`config.mk`:
```
export PLATFORM = sky130hd
export DESIGN_NAME = e4f_framing_link
export DESIGN_NICKNAME = d
export VERILOG_FILES = /design/src/hw/e4f_recovery_timer.v /design/src/hw/e4f_jam_gen.v /design/src/hw/e4f_framing_link.v
export VERILOG_INCLUDE_DIRS = /design/src /design/src/pkg
export SDC_FILE = /design/constraint.sdc
export NUM_CORES = 1
export LEC_CHECK = 0
export BUFFER_PORTS_ARGS = -buffer_cell sky130_fd_sc_hd__buf_2
export CAP_MARGIN = 40
export CELL_PAD_IN_SITES_DETAIL_PLACEMENT = 1
export CELL_PAD_IN_SITES_GLOBAL_PLACEMENT = 2
export CORE_MARGIN = 5
export CORE_UTILIZATION = 31
export CTS_CLUSTER_DIAMETER = 80
export DETAILED_ROUTE_END_ITERATION = 8
export PLACE_DENSITY_LB_ADDON = 0.2
export SYNTH_ARGS = -nofsm -noshare
export SYNTH_HDL_FRONTEND = slang
export SYNTH_SLANG_ARGS = --single-unit
```
`constraint.sdc`:
```
create_clock -name clock -period 2.9 [get_ports clock]
set_clock_uncertainty 0.1 [all_clocks]
set_input_delay 0.58 -clock clock [delete_from_list [all_inputs] [get_ports clock]]
set_output_delay 0.58 -clock clock [all_outputs]
set_load 0.02 [all_outputs]
```
`src/pkg/e4f_consts.vh`:
```
// constants for the bus framing supervision and link status block
`ifndef E4F_CONSTS_VH
`define E4F_CONSTS_VH

// ****************************************************************
// timing
// ****************************************************************
`define E4F_CLK_PERIOD_PS    4000
`define E4F_RECOVERY_TIME_US 1000
`define E4F_JAM_TIME_NS      8000
`define E4F_JAM_CYCLES       ((`E4F_JAM_TIME_NS * 1000 + `E4F_CLK_PERIOD_PS - 1) / `E4F_CLK_PERIOD_PS)
`define E4F_RECOVERY_CYCLES  ((`E4F_RECOVERY_TIME_US * 1000000) / `E4F_CLK_PERIOD_PS)
`define E4F_JAM_CNT_W        12
`define E4F_TMR_W            20

// ****************************************************************
// register map (byte addresses)
// ****************************************************************
`define E4F_ADDR_W        4
`define E4F_REG_CTRL      4'h0
`define E4F_REG_STATUS    4'h4
`define E4F_REG_IRQ_STAT  4'h8
`define E4F_REG_IRQ_MASK  4'hC

// control fields
`define E4F_CTRL_FORCED_DOWN 0
`define E4F_CTRL_HOB_CAPABLE 1
`define E4F_CTRL_RESET       2'h0

// status fields
`define E4F_ST_STATE_LSB  0
`define E4F_ST_STATE_MSB  3
`define E4F_ST_PH_UP      4
`define E4F_ST_MGMT_VALID 5
`define E4F_ST_TX_FRAMED  6
`define E4F_ST_JAM_SEEN   7
`define E4F_ST_LSS_LSB    8
`define E4F_ST_LSS_MSB    9
`define E4F_ST_INLSS_LSB  10
`define E4F_ST_INLSS_MSB  11
`define E4F_ST_OTHER_LSB  12
`define E4F_ST_OTHER_MSB  15

// interrupt events
`define E4F_IRQ_W        4
`define E4F_IRQ_IN_FRAME 0
`define E4F_IRQ_OOF      1
`define E4F_IRQ_LOF      2
`define E4F_IRQ_JAM      3
`define E4F_IRQ_RESET    4'h0

// link status codes
`define E4F_LSS_CONNECTED  2'h0
`define E4F_LSS_RX_LINK_UP 2'h1
`define E4F_LSS_HOB_INCAP  2'h2
`define E4F_LSS_RX_LINK_DN 2'h3

// one-hot framing states
`define E4F_ST_IN_FRAME 4'h1
`define E4F_ST_OOF      4'h2
`define E4F_ST_OOF_JAM  4'h4
`define E4F_ST_LOF      4'h8

// jam pattern phase
`define E4F_JAM_PHASE_W    2
`define E4F_JAM_PHASE_INIT 2'h0
`define E4F_JAM_ONES_END   2'h1

`endif

```
`src/hw/e4f_recovery_timer.v`:
```
// out-of-frame recovery timer: start/restart, stop, one-cycle expiry
`timescale 1ns/1ps
`include "e4f_consts.vh"
module e4f_recovery_timer #(
	parameter [`E4F_TMR_W-1:0] CYCLES = `E4F_RECOVERY_CYCLES
) (
	// clock and reset
	input  wire                  clock,
	input  wire                  srst,
	// control
	input  wire                  start,
	input  wire                  stop,
	// result
	output reg                   expired
);
	reg [`E4F_TMR_W-1:0] count;
	reg                  running;

	always @(posedge clock) begin
		if (srst) begin
			count   <= {`E4F_TMR_W{1'b0}};
			running <= 1'b0;
			expired <= 1'b0;
		end else begin
			expired <= 1'b0;
			if (start) begin
				count   <= CYCLES - 1'b1;
				running <= 1'b1;
			end else if (stop) begin
				running <= 1'b0;
			end else if (running) begin
				if (count == {`E4F_TMR_W{1'b0}}) begin
					running <= 1'b0;
					expired <= 1'b1;
				end else begin
					count <= count - 1'b1;
				end
			end
		end
	end
endmodule // e4f_recovery_timer

```
`src/hw/e4f_jam_gen.v`:
```
// serial jam pattern source: repeating 1100, restarting on sync
`timescale 1ns/1ps
`include "e4f_consts.vh"
module e4f_jam_gen (
	// clock and reset
	input  wire clock,
	input  wire srst,
	// bit timing
	input  wire bitStrobe,
	input  wire syncMark,
	// pattern
	output reg  jamBit
);
	reg [`E4F_JAM_PHASE_W-1:0] phase;

	always @(posedge clock) begin
		if (srst) begin
			phase  <= `E4F_JAM_PHASE_INIT;
			jamBit <= 1'b1;
		end else if (syncMark) begin
			phase  <= `E4F_JAM_PHASE_INIT;
			jamBit <= 1'b1;
		end else if (bitStrobe) begin
			// phases 0,1 carry ones, 2,3 carry zeros
			jamBit <= (phase <= `E4F_JAM_ONES_END);
			phase  <= phase + 1'b1;
		end
	end
endmodule // e4f_jam_gen

```
`src/hw/e4f_framing_link.v`:
```
// receive framing supervision and link status control for one bus
// Contract
// - in frame, framing, identifier and overhead octets and stuffing run normally
// - every entry into in-frame starts the outgoing frame with the framing pair
// - management indications invalid after in-frame entry until final overhead row
// - both framing octets errored or two bad identifiers leave in-frame, start timer
// - in frame, normal: connected or up gives UP/connected; down gives DOWN/up
// - out-of-frame keeps status, sends up; loss sends down, or up on jam
// - forced down reports DOWN and sends rx_link_dn in every case
// - capable flag clear and rx_link_dn received on that bus: send rx_link_dn
// - jam when out-of-frame without head role, or lost without role nor capability
// - framed signal when out-of-frame with role and capable, or lost and capable
// - frame selection uses both buses, timing source, head role, capable flag; here it uses only head role and capable flag
// - recovery timer runs 1 ms; expiry before framing means loss-of-frame
// - jam is repeating 1100, restarting with ones after each sync double octet
// - jam seen 8 us while out-of-frame enters jam state and restarts timer
// - from loss, two good pairs with sequential identifiers enter in-frame, UP
//
// Added by the designer: the register offsets and the Wishbone slave port.
`timescale 1ns/1ps
`include "e4f_consts.vh"
module e4f_framing_link #(
	parameter [`E4F_TMR_W-1:0] RECOVERY_CYCLES = `E4F_RECOVERY_CYCLES
) (
	// clock and reset
	input  wire        clock,
	input  wire        srst,
	// wishbone slave
	input  wire        wb_cyc_i,
	input  wire        wb_stb_i,
	input  wire        wb_we_i,
	input  wire [3:0]  wb_adr_i,
	input  wire [3:0]  wb_sel_i,
	input  wire [31:0] wb_dat_i,
	output reg  [31:0] wb_dat_o,
	output reg         wb_ack_o,
	// receive framing events
	input  wire        pairStrobe,
	input  wire        firstOctetErr,
	input  wire        secondOctetErr,
	input  wire        rowIdStrobe,
	input  wire        rowIdGood,
	input  wire        finalRowSeen,
	input  wire        jamDetect,
	input  wire [1:0]  incomingLss,
	input  wire [1:0]  farLssIn,
	// upper layer and other receiver
	input  wire        headRoleThisBus,
	input  wire        timingExternal,
	input  wire [3:0]  otherBusState,
	// transmit side
	input  wire        txBitStrobe,
	input  wire        txSyncMark,
	output reg         txFramed,
	output reg         txTimingExternal,
	output reg         txFrameStart,
	output reg         txJamBit,
	output reg  [1:0]  outgoingLss,
	output reg         stuffEnable,
	// indications upward
	output reg         phStatusUp,
	output reg         dataValid,
	output reg         mgmtValid,
	output reg         irq
);
	// ****************************************************************
	// registers
	// ****************************************************************
	reg [3:0]              state;
	reg [3:0]              next_state;
	reg                    forcedDown;
	reg                    hobCapable;
	reg [`E4F_IRQ_W-1:0]   irqStatus;
	reg [`E4F_IRQ_W-1:0]   irqMask;
	reg                    pairRun;
	reg                    idRun;
	reg                    badIdRun;
	reg [`E4F_JAM_CNT_W-1:0] jamCount;
	reg                    jamSeen;
	reg                    jamSeenLast;
	reg                    next_phUp;
	reg [1:0]              next_lss;
	reg                    next_framed;
	wire                   timerExpired;
	wire                   jamPattern;

	// ****************************************************************
	// helpers
	// ****************************************************************
	function outOfFrame;
		input [3:0] s;
		begin
			outOfFrame = (s == `E4F_ST_OOF) || (s == `E4F_ST_OOF_JAM);
		end
	endfunction

	function [31:0] zeroExtend16;
		input [15:0] v;
		begin
			zeroExtend16 = {16'h0000, v};
		end
	endfunction

	wire busWrite = wb_cyc_i && wb_stb_i && wb_we_i && !wb_ack_o;
	wire busRead  = wb_cyc_i && wb_stb_i && !wb_we_i && !wb_ack_o;
	wire pairBad  = pairStrobe && firstOctetErr && secondOctetErr;
	wire pairGood = pairStrobe && !firstOctetErr && !secondOctetErr;
	wire idGood   = rowIdStrobe && rowIdGood;
	wire idBad    = rowIdStrobe && !rowIdGood;
	// a pair counts toward recovery only when its identifier is good too
	wire recoverStep = pairGood && idGood;
	wire loseFrame   = pairBad || (idBad && badIdRun);
	wire jamLong     = (jamCount == `E4F_JAM_CYCLES - 1) && jamDetect;

	// ****************************************************************
	// framing state machine
	// ****************************************************************
	always @* begin
		next_state = state;
		case (state)
			`E4F_ST_IN_FRAME: begin
				if (loseFrame)
					next_state = `E4F_ST_OOF;
			end
			`E4F_ST_OOF: begin
				if (recoverStep && pairRun && idRun)
					next_state = `E4F_ST_IN_FRAME;
				else if (timerExpired)
					next_state = `E4F_ST_LOF;
				else if (jamLong)
					next_state = `E4F_ST_OOF_JAM;
			end
			`E4F_ST_OOF_JAM: begin
				// one good pair suffices here
				if (recoverStep)
					next_state = `E4F_ST_IN_FRAME;
				else if (timerExpired)
					next_state = `E4F_ST_LOF;
			end
			`E4F_ST_LOF: begin
				if (recoverStep && pairRun && idRun)
					next_state = `E4F_ST_IN_FRAME;
			end
			default: next_state = `E4F_ST_LOF;
		endcase
	end

	wire enterInFrame = (next_state == `E4F_ST_IN_FRAME) &&
		(state != `E4F_ST_IN_FRAME);
	wire enterOof = (next_state == `E4F_ST_OOF) && (state != `E4F_ST_OOF);
	wire enterJam = (next_state == `E4F_ST_OOF_JAM) &&
		(state != `E4F_ST_OOF_JAM);
	wire enterLof = (next_state == `E4F_ST_LOF) && (state != `E4F_ST_LOF);

	always @(posedge clock) begin
		if (srst) begin
			state    <= `E4F_ST_LOF;
			pairRun  <= 1'b0;
			idRun    <= 1'b0;
			badIdRun <= 1'b0;
		end else begin
			state <= next_state;
			if (pairStrobe)
				pairRun <= pairGood && !enterInFrame;
			if (rowIdStrobe) begin
				idRun    <= idGood && !enterInFrame;
				badIdRun <= idBad && !loseFrame;
			end
		end
	end

	// ****************************************************************
	// jam detection and recovery timer
	// ****************************************************************
	always @(posedge clock) begin
		if (srst) begin
			jamCount    <= {`E4F_JAM_CNT_W{1'b0}};
			jamSeen     <= 1'b0;
			jamSeenLast <= 1'b0;
		end else begin
			jamSeenLast <= jamSeen;
			if (!jamDetect) begin
				jamCount <= {`E4F_JAM_CNT_W{1'b0}};
				jamSeen  <= 1'b0;
			end else if (jamLong || jamSeen) begin
				jamSeen <= 1'b1;
			end else begin
				jamCount <= jamCount + 1'b1;
			end
		end
	end

	e4f_recovery_timer #(
		.CYCLES (RECOVERY_CYCLES)
	) u_timer (
		.clock   (clock),
		.srst    (srst),
		.start   (enterOof || enterJam),
		.stop    (enterInFrame || enterLof),
		.expired (timerExpired)
	);

	e4f_jam_gen u_jam (
		.clock     (clock),
		.srst      (srst),
		.bitStrobe (txBitStrobe),
		.syncMark  (txSyncMark),
		.jamBit    (jamPattern)
	);

	// ****************************************************************
	// link status and frame selection
	// ****************************************************************
	always @* begin
		next_phUp = phStatusUp;
		next_lss  = `E4F_LSS_RX_LINK_UP;
		if (forcedDown) begin
			next_phUp = 1'b0;
			next_lss  = `E4F_LSS_RX_LINK_DN;
		end else begin
			case (next_state)
				`E4F_ST_IN_FRAME: begin
					if (incomingLss == `E4F_LSS_RX_LINK_DN) begin
						next_phUp = 1'b0;
						next_lss  = `E4F_LSS_RX_LINK_UP;
					end else if (incomingLss == `E4F_LSS_HOB_INCAP) begin
						next_lss  = `E4F_LSS_CONNECTED;
					end else begin
						next_phUp = 1'b1;
						next_lss  = `E4F_LSS_CONNECTED;
					end
				end
				`E4F_ST_OOF, `E4F_ST_OOF_JAM: begin
					next_lss = `E4F_LSS_RX_LINK_UP;
				end
				`E4F_ST_LOF: begin
					next_phUp = 1'b0;
					next_lss  = jamSeen ? `E4F_LSS_RX_LINK_UP :
						`E4F_LSS_RX_LINK_DN;
				end
				default: begin
					next_phUp = 1'b0;
					next_lss  = `E4F_LSS_RX_LINK_DN;
				end
			endcase
			// an isolated incapable node echoes the failure back
			if (!hobCapable && farLssIn == `E4F_LSS_RX_LINK_DN)
				next_lss = `E4F_LSS_RX_LINK_DN;
		end
	end

	always @* begin
		next_framed = 1'b1;
		if (outOfFrame(next_state))
			next_framed = headRoleThisBus && hobCapable;
		else if (next_state == `E4F_ST_LOF)
			next_framed = hobCapable;
	end

	always @(posedge clock) begin
		if (srst) begin
			phStatusUp       <= 1'b0;
			outgoingLss      <= `E4F_LSS_RX_LINK_DN;
			txFramed         <= 1'b0;
			txTimingExternal <= 1'b0;
			txFrameStart     <= 1'b0;
			txJamBit         <= 1'b1;
			stuffEnable      <= 1'b0;
			dataValid        <= 1'b0;
			mgmtValid        <= 1'b0;
		end else begin
			phStatusUp  <= next_phUp;
			outgoingLss <= next_lss;
			txFramed    <= next_framed;
			// timing source only matters when this node times the bus
			txTimingExternal <= timingExternal &&
				(next_state != `E4F_ST_IN_FRAME);
			// restart the outgoing frame at the framing pair
			txFrameStart <= enterInFrame ||
				(enterLof && hobCapable);
			txJamBit    <= jamPattern;
			stuffEnable <= (next_state == `E4F_ST_IN_FRAME) || next_framed;
			dataValid   <= (next_state == `E4F_ST_IN_FRAME);
			if (next_state != `E4F_ST_IN_FRAME || enterInFrame)
				mgmtValid <= 1'b0;
			else if (finalRowSeen)
				mgmtValid <= 1'b1;
		end
	end

	// ****************************************************************
	// wishbone register file and interrupt
	// ****************************************************************
	wire [`E4F_IRQ_W-1:0] irqEvent;
	assign irqEvent[`E4F_IRQ_IN_FRAME] = enterInFrame;
	assign irqEvent[`E4F_IRQ_OOF]      = enterOof;
	assign irqEvent[`E4F_IRQ_LOF]      = enterLof;
	assign irqEvent[`E4F_IRQ_JAM]      = jamSeen && !jamSeenLast;

	wire [15:0] statusWord = {otherBusState, incomingLss, outgoingLss,
		jamSeen, txFramed, mgmtValid, phStatusUp, state};

	always @(posedge clock) begin
		if (srst) begin
			wb_ack_o   <= 1'b0;
			wb_dat_o   <= 32'h00000000;
			forcedDown <= 1'b0;
			hobCapable <= 1'b0;
			irqStatus  <= `E4F_IRQ_RESET;
			irqMask    <= `E4F_IRQ_RESET;
			irq        <= 1'b0;
		end else begin
			wb_ack_o <= wb_cyc_i && wb_stb_i && !wb_ack_o;
			wb_dat_o <= 32'h00000000;
			if (busRead) begin
				case (wb_adr_i)
					`E4F_REG_CTRL:
						wb_dat_o <= {30'h0000000, hobCapable, forcedDown};
					`E4F_REG_STATUS:
						wb_dat_o <= zeroExtend16(statusWord);
					`E4F_REG_IRQ_STAT:
						wb_dat_o <= {28'h0000000, irqStatus};
					`E4F_REG_IRQ_MASK:
						wb_dat_o <= {28'h0000000, irqMask};
					default:
						wb_dat_o <= 32'h00000000;
				endcase
			end
			if (busWrite && wb_sel_i[0] && wb_adr_i == `E4F_REG_CTRL) begin
				forcedDown <= wb_dat_i[`E4F_CTRL_FORCED_DOWN];
				hobCapable <= wb_dat_i[`E4F_CTRL_HOB_CAPABLE];
			end
			if (busWrite && wb_sel_i[0] && wb_adr_i == `E4F_REG_IRQ_MASK)
				irqMask <= wb_dat_i[`E4F_IRQ_W-1:0];
			// set wins over a write-one clear in the same cycle
			if (busWrite && wb_sel_i[0] && wb_adr_i == `E4F_REG_IRQ_STAT)
				irqStatus <= (irqStatus & ~wb_dat_i[`E4F_IRQ_W-1:0]) |
					irqEvent;
			else
				irqStatus <= irqStatus | irqEvent;
			irq <= |(irqStatus & irqMask);
		end
	end
endmodule // e4f_framing_link

```
Yosys cells after proc, flatten, opt, wreduce, memory -nomap -nowiden
Cells that the tools add are included.
{ "totals": {"regBits": 100, "inputBits": 64, "out_inout_bits": 44, "wordCells": 160} }
{ "op_classes": {"add_sub_neg": 3, "magnitude_cmp": 1, "n_eq_ne": 23, "mux": 27, "bitwise_logic": 11, "reduce_logical": 66} }
{ "op_table": {"columns": ["operator", "n"], "rows": [
  ["18-bit 2-to-1 mux", 4],
  ["16-bit one-hot mux with 4 select lines", 1],
  ["1-bit logical AND", 33],
  ["4-bit 2-to-1 mux", 8],
  ["20-bit zero test", 1],
  ["20-bit by 1-bit subtractor with 20-bit output, second input constant", 1],
  ["4-bit equality test, second input constant", 4],
  ["4-bit one-hot mux with 4 select lines", 1],
  ["2-bit OR reduction", 7],
  ["12-bit by 1-bit adder with 12-bit output, second input constant", 1],
  ["12-bit by 11-bit equality test with 1-bit output, second input constant", 1],
  ["4-bit by 3-bit equality test with 1-bit output, second input constant", 3],
  ["1-bit 2-to-1 mux", 10],
  ["1-bit zero test", 9],
  ["4-bit AND", 2],
  ["4-bit by 1-bit equality test with 1-bit output, second input constant", 2],
  ["4-bit by 2-bit equality test with 1-bit output, second input constant", 2],
  ["1-bit logical OR", 8],
  ["4-bit by 1-bit inequality test with 1-bit output, second input constant", 2],
  ["4-bit OR", 2],
  ["4-bit OR reduction", 2],
  ["2-bit equality test, second input constant", 3],
  ["1-bit NOT", 6],
  ["2-bit one-hot mux with 3 select lines", 1],
  ["15 further kinds", 17]
]} }

Longest topological paths before layout
Gate-level depths: netlist (run 1).
{ "logic_depth": {"depth_word": 13, "depth_mapped": 8, "ltp_nobuf": 7} }

Cells and area by module
From an unflattened synthesis (run 1), not the netlist that was laid out.
{ "unflattened": {"hier_cells": 411, "area_unflattened_um2": 3817.4} }
{ "by_module_without_submodules": {"columns": ["mod", "n_inst", "cells_per_inst", "area_per_inst_um2", "seq_area_each_um2"], "rows": [
  ["e4f_framing_link", 1, 277, 2556.2, 1181.1],
  ["e4f_recovery_timer", 1, 121, 1124.8, 440.4],
  ["e4f_jam_gen", 1, 13, 136.4, 60.1]
]} }

Least setup slack after synthesis (run 1)
Ideal clock, no wire load.
{ "synth_path": {"path_kind": "flip-flop to flip-flop", "start": "reg u_timer.count[0]", "end": "reg u_timer.count[1]", "setup_time_ns": 0.091, "arrival_ns": 1.987, "t_required_ns": 2.709, "slack_ns": 0.722, "stages_incl_launch_ff": 8, "n_path_buf": 0, "synth_period_minus_slack_ns": 2.178, "path_cell_list": "dfxtp_1 -> inv_1 -> ha_1 -> nor3b_1 -> nand4_1 -> nor3_2 -> nor3_1 -> a311oi_1"} }
{ "synth_via": {"elab_chain_cells": 5, "elab_cells_between_ends": 8, "cone_classes": "1 x add/sub; 1 x eq/ne; 4 x mux; 2 x reduce/logical"} }
{ "synth_lines": {"columns": ["element", "line_no", "rtl"], "rows": [
  ["from (decl)", "e4f_recovery_timer.v:16", "reg [`E4F_TMR_W-1:0] count;"],
  ["from (signal assigned)", "e4f_recovery_timer.v:21", "count <= {`E4F_TMR_W{1'b0}};"],
  ["from (signal assigned)", "e4f_recovery_timer.v:27", "count <= CYCLES - 1'b1;"],
  ["from (signal assigned)", "e4f_recovery_timer.v:36", "count <= count - 1'b1;"],
  ["20-bit by 1-bit subtractor with 20-bit output", "e4f_recovery_timer.v:36", null],
  ["18-bit 2-to-1 mux", "e4f_recovery_timer.v:32", "if (count == {`E4F_TMR_W{1'b0}}) begin"],
  ["18-bit 2-to-1 mux", "e4f_recovery_timer.v:31", "end else if (running) begin"],
  ["18-bit 2-to-1 mux", "e4f_recovery_timer.v:29", "end else if (stop) begin"],
  ["18-bit 2-to-1 mux", "e4f_recovery_timer.v:26", "if (start) begin"]
]} }
Parallel ways exist; a longest one is shown, timed or not. The select of a mux whose other input is x is not followed.
A chain may end at the register's enable or synchronous reset.

Worst setup path in the final report (run 1)
{ "layout_path": {"start": "reg state[0]", "end": "reg u_timer.count[12]"} }
{ "layout_via": {"elab_chain_cells": 9, "elab_cells_between_ends": 31, "cone_classes": "14 x eq/ne; 9 x mux; 8 x reduce/logical"} }
{ "layout_lines": {"columns": ["element", "line_no", "rtl"], "rows": [
  ["from (decl)", "e4f_framing_link.v:69", "reg [3:0] state;"],
  ["from (signal assigned)", "e4f_framing_link.v:157", "state <= `E4F_ST_LOF;"],
  ["from (signal assigned)", "e4f_framing_link.v:162", "state <= next_state;"],
  ["4-bit 2-to-1 mux", "e4f_framing_link.v:130", "else if (jamLong)"],
  ["4-bit 2-to-1 mux", "e4f_framing_link.v:128", "else if (timerExpired)"],
  ["4-bit 2-to-1 mux", "e4f_framing_link.v:126", "if (recoverStep && pairRun && idRun)"],
  ["4-bit one-hot mux with 4 select lines", "e4f_framing_link.v:120", "case (state)"],
  ["4-bit by 1-bit equality test with 1-bit output (tied with other cells)", null, null],
  ["1-bit logical AND (on tied branches)", null, null],
  ["1-bit logical OR (on tied branches)", "e4f_framing_link.v:199, e4f_framing_link.v:198", null],
  ["2-bit by 1-bit inequality test with 1-bit output (no line) or 2-bit nonzero test (tied branches)", null, null],
  ["3-bit AND reduction (no line)", null, null]
]} }
Parallel ways exist; a longest one is shown, timed or not.

==> results.cfg, run 1 <==
[outcome]
status = finished, final reports clean

[layout]
final-seq-area_um2 = 1682
stdcell_area_um2 = 4796
n_fill_cell = 1520
multiInputGateArea_um2 = 2135
drive_above_1_share_pct = 21.54
areaGrowthSynthToFinish_pct = 19.67
antennaDiodeCount = 0
nNetsFinal = 568
fin_util_pct = 37.85

[sta]
fin_crit_ps = 2478
relSlewSlack_pct = 53.67
max_freq_ghz = 0.4035
slew_violations = 0
worst_pin_slew_ps = 694.2
setup_tns_ps = 0
fin_crit_sh_pct = 85.46
rsz0062_at_grt = false
setup_violations = 0
hold_viol = 0

[die]
die_y_um = 123.7
die_x_um = 123.7
start_util_pct = 31.63
core_area_um2 = 12670
rows = 41
dieArea_um2 = 15300
boundaryPins = 108

[setup_path]
endpoint_kind = flop
max_stage_delay_ps = 640
r2r-start = state[0]$_SDFF_PP0_
path_max_fanout = 28
cp.arrival_ps = 2650
cp.buffers_inverters = 0
critical_path.cell_chain = or4b_4 -> o311ai_4 -> nand3_4 -> or4_1 -> a31oi_1
timing_worst_setup_path_type = reg -> reg
crit_family = simple AND/OR/NAND/NOR gates
critPathLaunchType = flop
slowest_stage = or4b_4
worstPathRequired_ps = 3070
critPathLaunch = state[0]$_SDFF_PP0_

[grt]
grt_pass1_wl_um = 17350
grt_max_degree = 34
grt_pass1_vias = 3484
grt_antenna_before_repair = 0
overflow = 0
grtUsageTotal_pct = 14.43

[min_path]
min_path_type = in -> reg
hp-start = txSyncMark

[detailed_routing]
drc = 0
viasPerCell = 5.043
routed_wl_um = 10590
dr.pass1.iters = 4
via_count = 3419
drtAntennaViolNets = 0
drt_iter0_drc = 77
wl_per_cell_um = 15.62

[synthesis]
synth-edff-count = 0
syn_inst = 433
ys_warn_count = 0
yosysMostFrequentCell = dfxtp_1
synthTopCellsByCount = dfxtp_1 (84), nor2_1 (35), nand2_1 (27)
syn_area_um2 = 4008
synth_top_area_cell = dfxtp_1
syn_avg_cell_area_um2 = 9.255
ys.flop_type = dfxtp_1
ys_seq_elements = 84
yosysSeqAreaShare_pct = 41.96
async_reset_ff_share_pct = 0
synth.top_cells.by_area = dfxtp_1 (42%), buf_4 (3.6%), nor2_1 (3.3%), mux2i_1 (3.0%), nand2_1 (2.5%)
netlist.area_leader.share_pct = 41.96
ys_types = 66

[placement]
gp_congestion = 0.7592
dpl_cell_area_um2 = 4478
dpl.hpwl_um = 7743
portBuffers = 60

[cts]
cts_tree = done
cts_resized = 0
cts_buffer_depth = 2
cts_root_buf = clkbuf_16
cts-buffers-inserted = 9
path_clk_slew_ps = 60
cts_setup_buffers = 0
cts.sinks = 84
holdBufCountCts = 0
worstSkewPairLatency_ps = 350
htreeDepth = 3

[power_and_ir_drop]
power_density_nw_per_um2 = 524.1
p_total_mw = 2.513
ir_drop_v = 0.0002013
cellLeakagePower_nw = 1.924

[flow_run]
drv_cap = 0
-- final timing paths --
| kind | endpoint | slack, ps | cells after the start |
|---|---|---|---|
| worst max-delay path | u_timer.count[12]$_SDFFE_PP0P_ | 420 | 5 |
| worst min-delay path | u_jam.phase[0]$_SDFFE_PP0P_ | 330 | 2 |
| worst max register to register | u_timer.count[12]$_SDFFE_PP0P_ | 420 | 5 |
| worst min register to register | wb_dat_o[6]$_SDFF_PP0_ | 350 | 1 |
-- routing by layer --
metal | part of all wire (%) | track usage [%] | vias up
met4 | 1.6 | 5.606 | 0
li1 | - | - | 1701
met1 | 47 | 17.87 | 1635
met3 | 5.1 | 3.724 | 14
met2 | 46 | 23.96 | 69
met5 | 0 | 0 | -
-- layout by cell type (no fill, tap or decap), types with 6 or more instances in the layout --
cell,n
a31oi_1,6
nor4_1,14
buf_2,60
o31ai_1,8
nand4_1,8
clkbuf_16,9
and2_1,14
a21oi_1,18
inv_1,8
nand2b_1,13
a22oi_1,6
nand2_1,27
buf_4,15
and3_1,10
nand3_1,7
nor3_1,9
or4_1,9
dfxtp_1,84
nor2_1,35
a311oi_1,6
o21ai_0,9
conb_1,16
xor2_1,10
mux2i_1,12
nor2b_1,6
-- flip-flops by register name, summed over array words and instances (netlist names), 2 cells and up --
register       count
jamCount          12
wb_dat_o          16
state              4
outgoingLss        2
irqStatus          4
u_jam.phase        2
u_timer.count     20
irqMask            4
-- kinds of logic after synthesis --
| group | count (synthesis) | share of synthesized area [%] |
|---|---|---|
| and+or+nand+nor | 190 | 27.79 |
| buffers and inverters | 42 | 6.182 |
| DFF | 84 | 41.96 |
| AOI/OAI and AO/OA | 83 | 15.30 |
| xor gates and xnor gates | 14 | 3.059 |
| muxes | 16 | 4.683 |
| adders and majority gates | 3 | 0.9367 |
| other | 1 | 0.09357 |
-- layout make-up --
| type | instances | area share [%] |
|---|---|---|
| clock buffers | 10 | 4.774 |
| clock inverters | 6 | 1.852 |
| inverters | 9 | 0.7044 |
| multi-input cells | 322 | 44.51 |
| flip-flops and latches | 84 | 35.06 |
| well taps | 172 | 4.487 |
| repair buffers | 75 | 8.609 |
-- report_power, final --
group          switching (mW)  internal, mW
sequential            0.00443          1.16
combinational          0.0738        0.0403
clock                   0.480         0.754
-- per-stage QoR --
step           hold slack, ps  setup WS, ps  std cells
2_1_floorplan           318.1         722.3        448
3_3_place_gp            334.3         337.2        662
3_5_place_dp            342.0         307.2        662
4_1_cts                 322.9         400.4        678
5_1_grt                 328.8         235.1        678
6_report                330.6         421.7        678
Power figures use the tool's default switching activity.
==> inputs of run 2 (changes only) <==
--- a/config.mk
+++ b/config.mk
@@ -8,13 +8,12 @@
 export LEC_CHECK = 0
 export BUFFER_PORTS_ARGS = -buffer_cell sky130_fd_sc_hd__buf_2
 export CAP_MARGIN = 40
-export CELL_PAD_IN_SITES_DETAIL_PLACEMENT = 1
-export CELL_PAD_IN_SITES_GLOBAL_PLACEMENT = 2
 export CORE_MARGIN = 5
-export CORE_UTILIZATION = 31
+export CORE_UTILIZATION = 53
 export CTS_CLUSTER_DIAMETER = 80
 export DETAILED_ROUTE_END_ITERATION = 8
 export PLACE_DENSITY_LB_ADDON = 0.2
+export REMOVE_ABC_BUFFERS = 1
 export SYNTH_ARGS = -nofsm -noshare
 export SYNTH_HDL_FRONTEND = slang
 export SYNTH_SLANG_ARGS = --single-unit
==> results.cfg, run 2 (synthesis gave the netlist of run 1 again) <==
[setup_path]
cp.buffers_inverters = 0
critPathLaunch = state[1]$_SDFF_PP0_
r2r_slack_ps = 280
path_max_fanout = 28
critical_path.cell_chain = or4b_4 -> o311ai_4 -> nand3_4 -> or4_1 -> a31oi_1
worstPathRequired_ps = 3080
r2r_cells = 5
r2r-start = state[1]$_SDFF_PP0_
crit_end = u_timer.count[17]$_SDFFE_PP0P_
max_stage_delay_ps = 610
timing_worst_setup_path_type = reg -> reg
slowest_stage = dfxtp_1
endpoint_kind = flop
path_depth = 5
crit_family = simple AND/OR/NAND/NOR gates
critPathLaunchType = flop
r2r-end = u_timer.count[17]$_SDFFE_PP0P_
cp.arrival_ps = 2800

[sta]
fin_crit_sh_pct = 90.19
worst_pin_slew_ps = 748.5
fin_crit_ps = 2615
setup_violations = 0
max_freq_ghz = 0.3823
setup_ws_ps = 284.6
hold_viol = 0
relSlewSlack_pct = 49.42
setup_tns_ps = 0
slew_violations = 0
rsz0062_at_grt = false

[layout]
largest_reg_flops = 20
nNetsFinal = 561
fin_util_pct = 62.34
reg_top3 = u_timer.count x20, wb_dat_o x16, jamCount x12
most-common-layout-cells = dfxtp_1 (84), buf_2 (60), nor2_1 (35)
top_register = u_timer.count
areaGrowthSynthToFinish_pct = 13.42
drive_above_1_share_pct = 20.64
stdcell_area_um2 = 4546
antennaDiodeCount = 0
final_common_cell = dfxtp_1

[placement]
portBuffers = 60
dpl.hpwl_um = 6410
dpl_cell_area_um2 = 4334
preCtsSetupSlack_ps = 301.1
gp_congestion = 0.8274

[flow_run]
drv_cap = 0

[detailed_routing]
viasPerCell = 5.644
drc = 0
drt_iter0_drc = 174
drtAntennaViolNets = 0
dr.pass1.iters = 4
via_count = 3375
routed_wl_um = 8785
wl_per_cell_um = 14.69

[die]
dieArea_um2 = 9400
start_util_pct = 54.96
die_x_um = 96.96
rows = 31
boundaryPins = 108
die_y_um = 96.96
core_area_um2 = 7292

[cts]
cts_buffer_depth = 2
htreeDepth = 3
cts.sinks = 84
cts_setup_buffers = 0
holdBufCountCts = 0
cts_tree = done
worstSkewPairLatency_ps = 360
path_clk_slew_ps = 90
cts-buffers-inserted = 9
cts_resized = 0
cts_root_buf = clkbuf_8

[outcome]
status = finished, final reports clean

[grt]
grtUsageTotal_pct = 18.64
overflow = 0
grt_antenna_before_repair = 0
grt_max_degree = 29
grt_pass1_wl_um = 14820
grt_pass1_vias = 3225

[power_and_ir_drop]
power_density_nw_per_um2 = 474.8
ir_drop_v = 0.0002102
cellLeakagePower_nw = 1.849

[min_path]
min_path_type = in -> reg
==> run 2: power breakdown <==
group	internal (mW)	switching [mW]	leakage, nW
Sequential	1.16	0.00416	0.678
Clock	0.421	0.468	0.109
Combinational	0.0372	0.0693	1.06
==> run 2: through the flow <==
stage               hold slack (ps)  power [mW]  cells
floorplan                     318.1       1.246    415
global placement              331.4       1.293    582
detailed placement            334.2       1.297    582
CTS                           288.8       2.178    598
global route                  303.7       2.234    598
finish                        304.8       2.158    598
==> run 2: layout make-up <==
| class | count | area, um2 |
|---|---|---|
| Tap cell | 99 | 123.9 |
| Timing Repair Buffer | 68 | 360.3 |
| Clock buffer | 9 | 123.9 |
| Sequential cell | 84 | 1682 |
| Multi-Input combinational cell | 322 | 2135 |
| Clock inverter | 7 | 87.58 |
| Fill cell | 672 | 2746 |
| Inverter | 9 | 33.78 |
==> run 2: how the worst min path moves through the flow <==
stage,startpoint,to,slack (ps),cells past startpoint
final,txSyncMark,u_jam.phase[0]$_SDFFE_PP0P_,300,2
after global routing,txSyncMark,u_jam.phase[0]$_SDFFE_PP0P_,300,2
after CTS,txSyncMark,u_jam.phase[0]$_SDFFE_PP0P_,290,2
after detailed placement,outgoingLss[0]$_SDFF_PP1_,wb_dat_o[8]$_SDFF_PP0_,330,1
after global placement,u_jam.jamBit$_SDFFE_PP1P_,txJamBit$_SDFF_PP1_,330,1
after floorplan,u_jam.jamBit$_SDFFE_PP1P_,txJamBit$_SDFF_PP1_,320,1
==> run 2: metal layers <==
metal / up-vias / global-route usage (%) / share of wire, %
met3: 15 / 5.180 / 5.5
met1: 1580 / 21.39 / 44
met5: - / 0 / 0
li1: 1693 / - / -
met4: 0 / 8.207 / 1.8
met2: 87 / 32.22 / 48
==> run 2: worst reg2reg max path, stage by stage (launching register included) <==
cell and delay [ps]:
dfxtp_1 610, or4b_4 590, o311ai_4 150, nand3_4 320
or4_1 600, a31oi_1 190
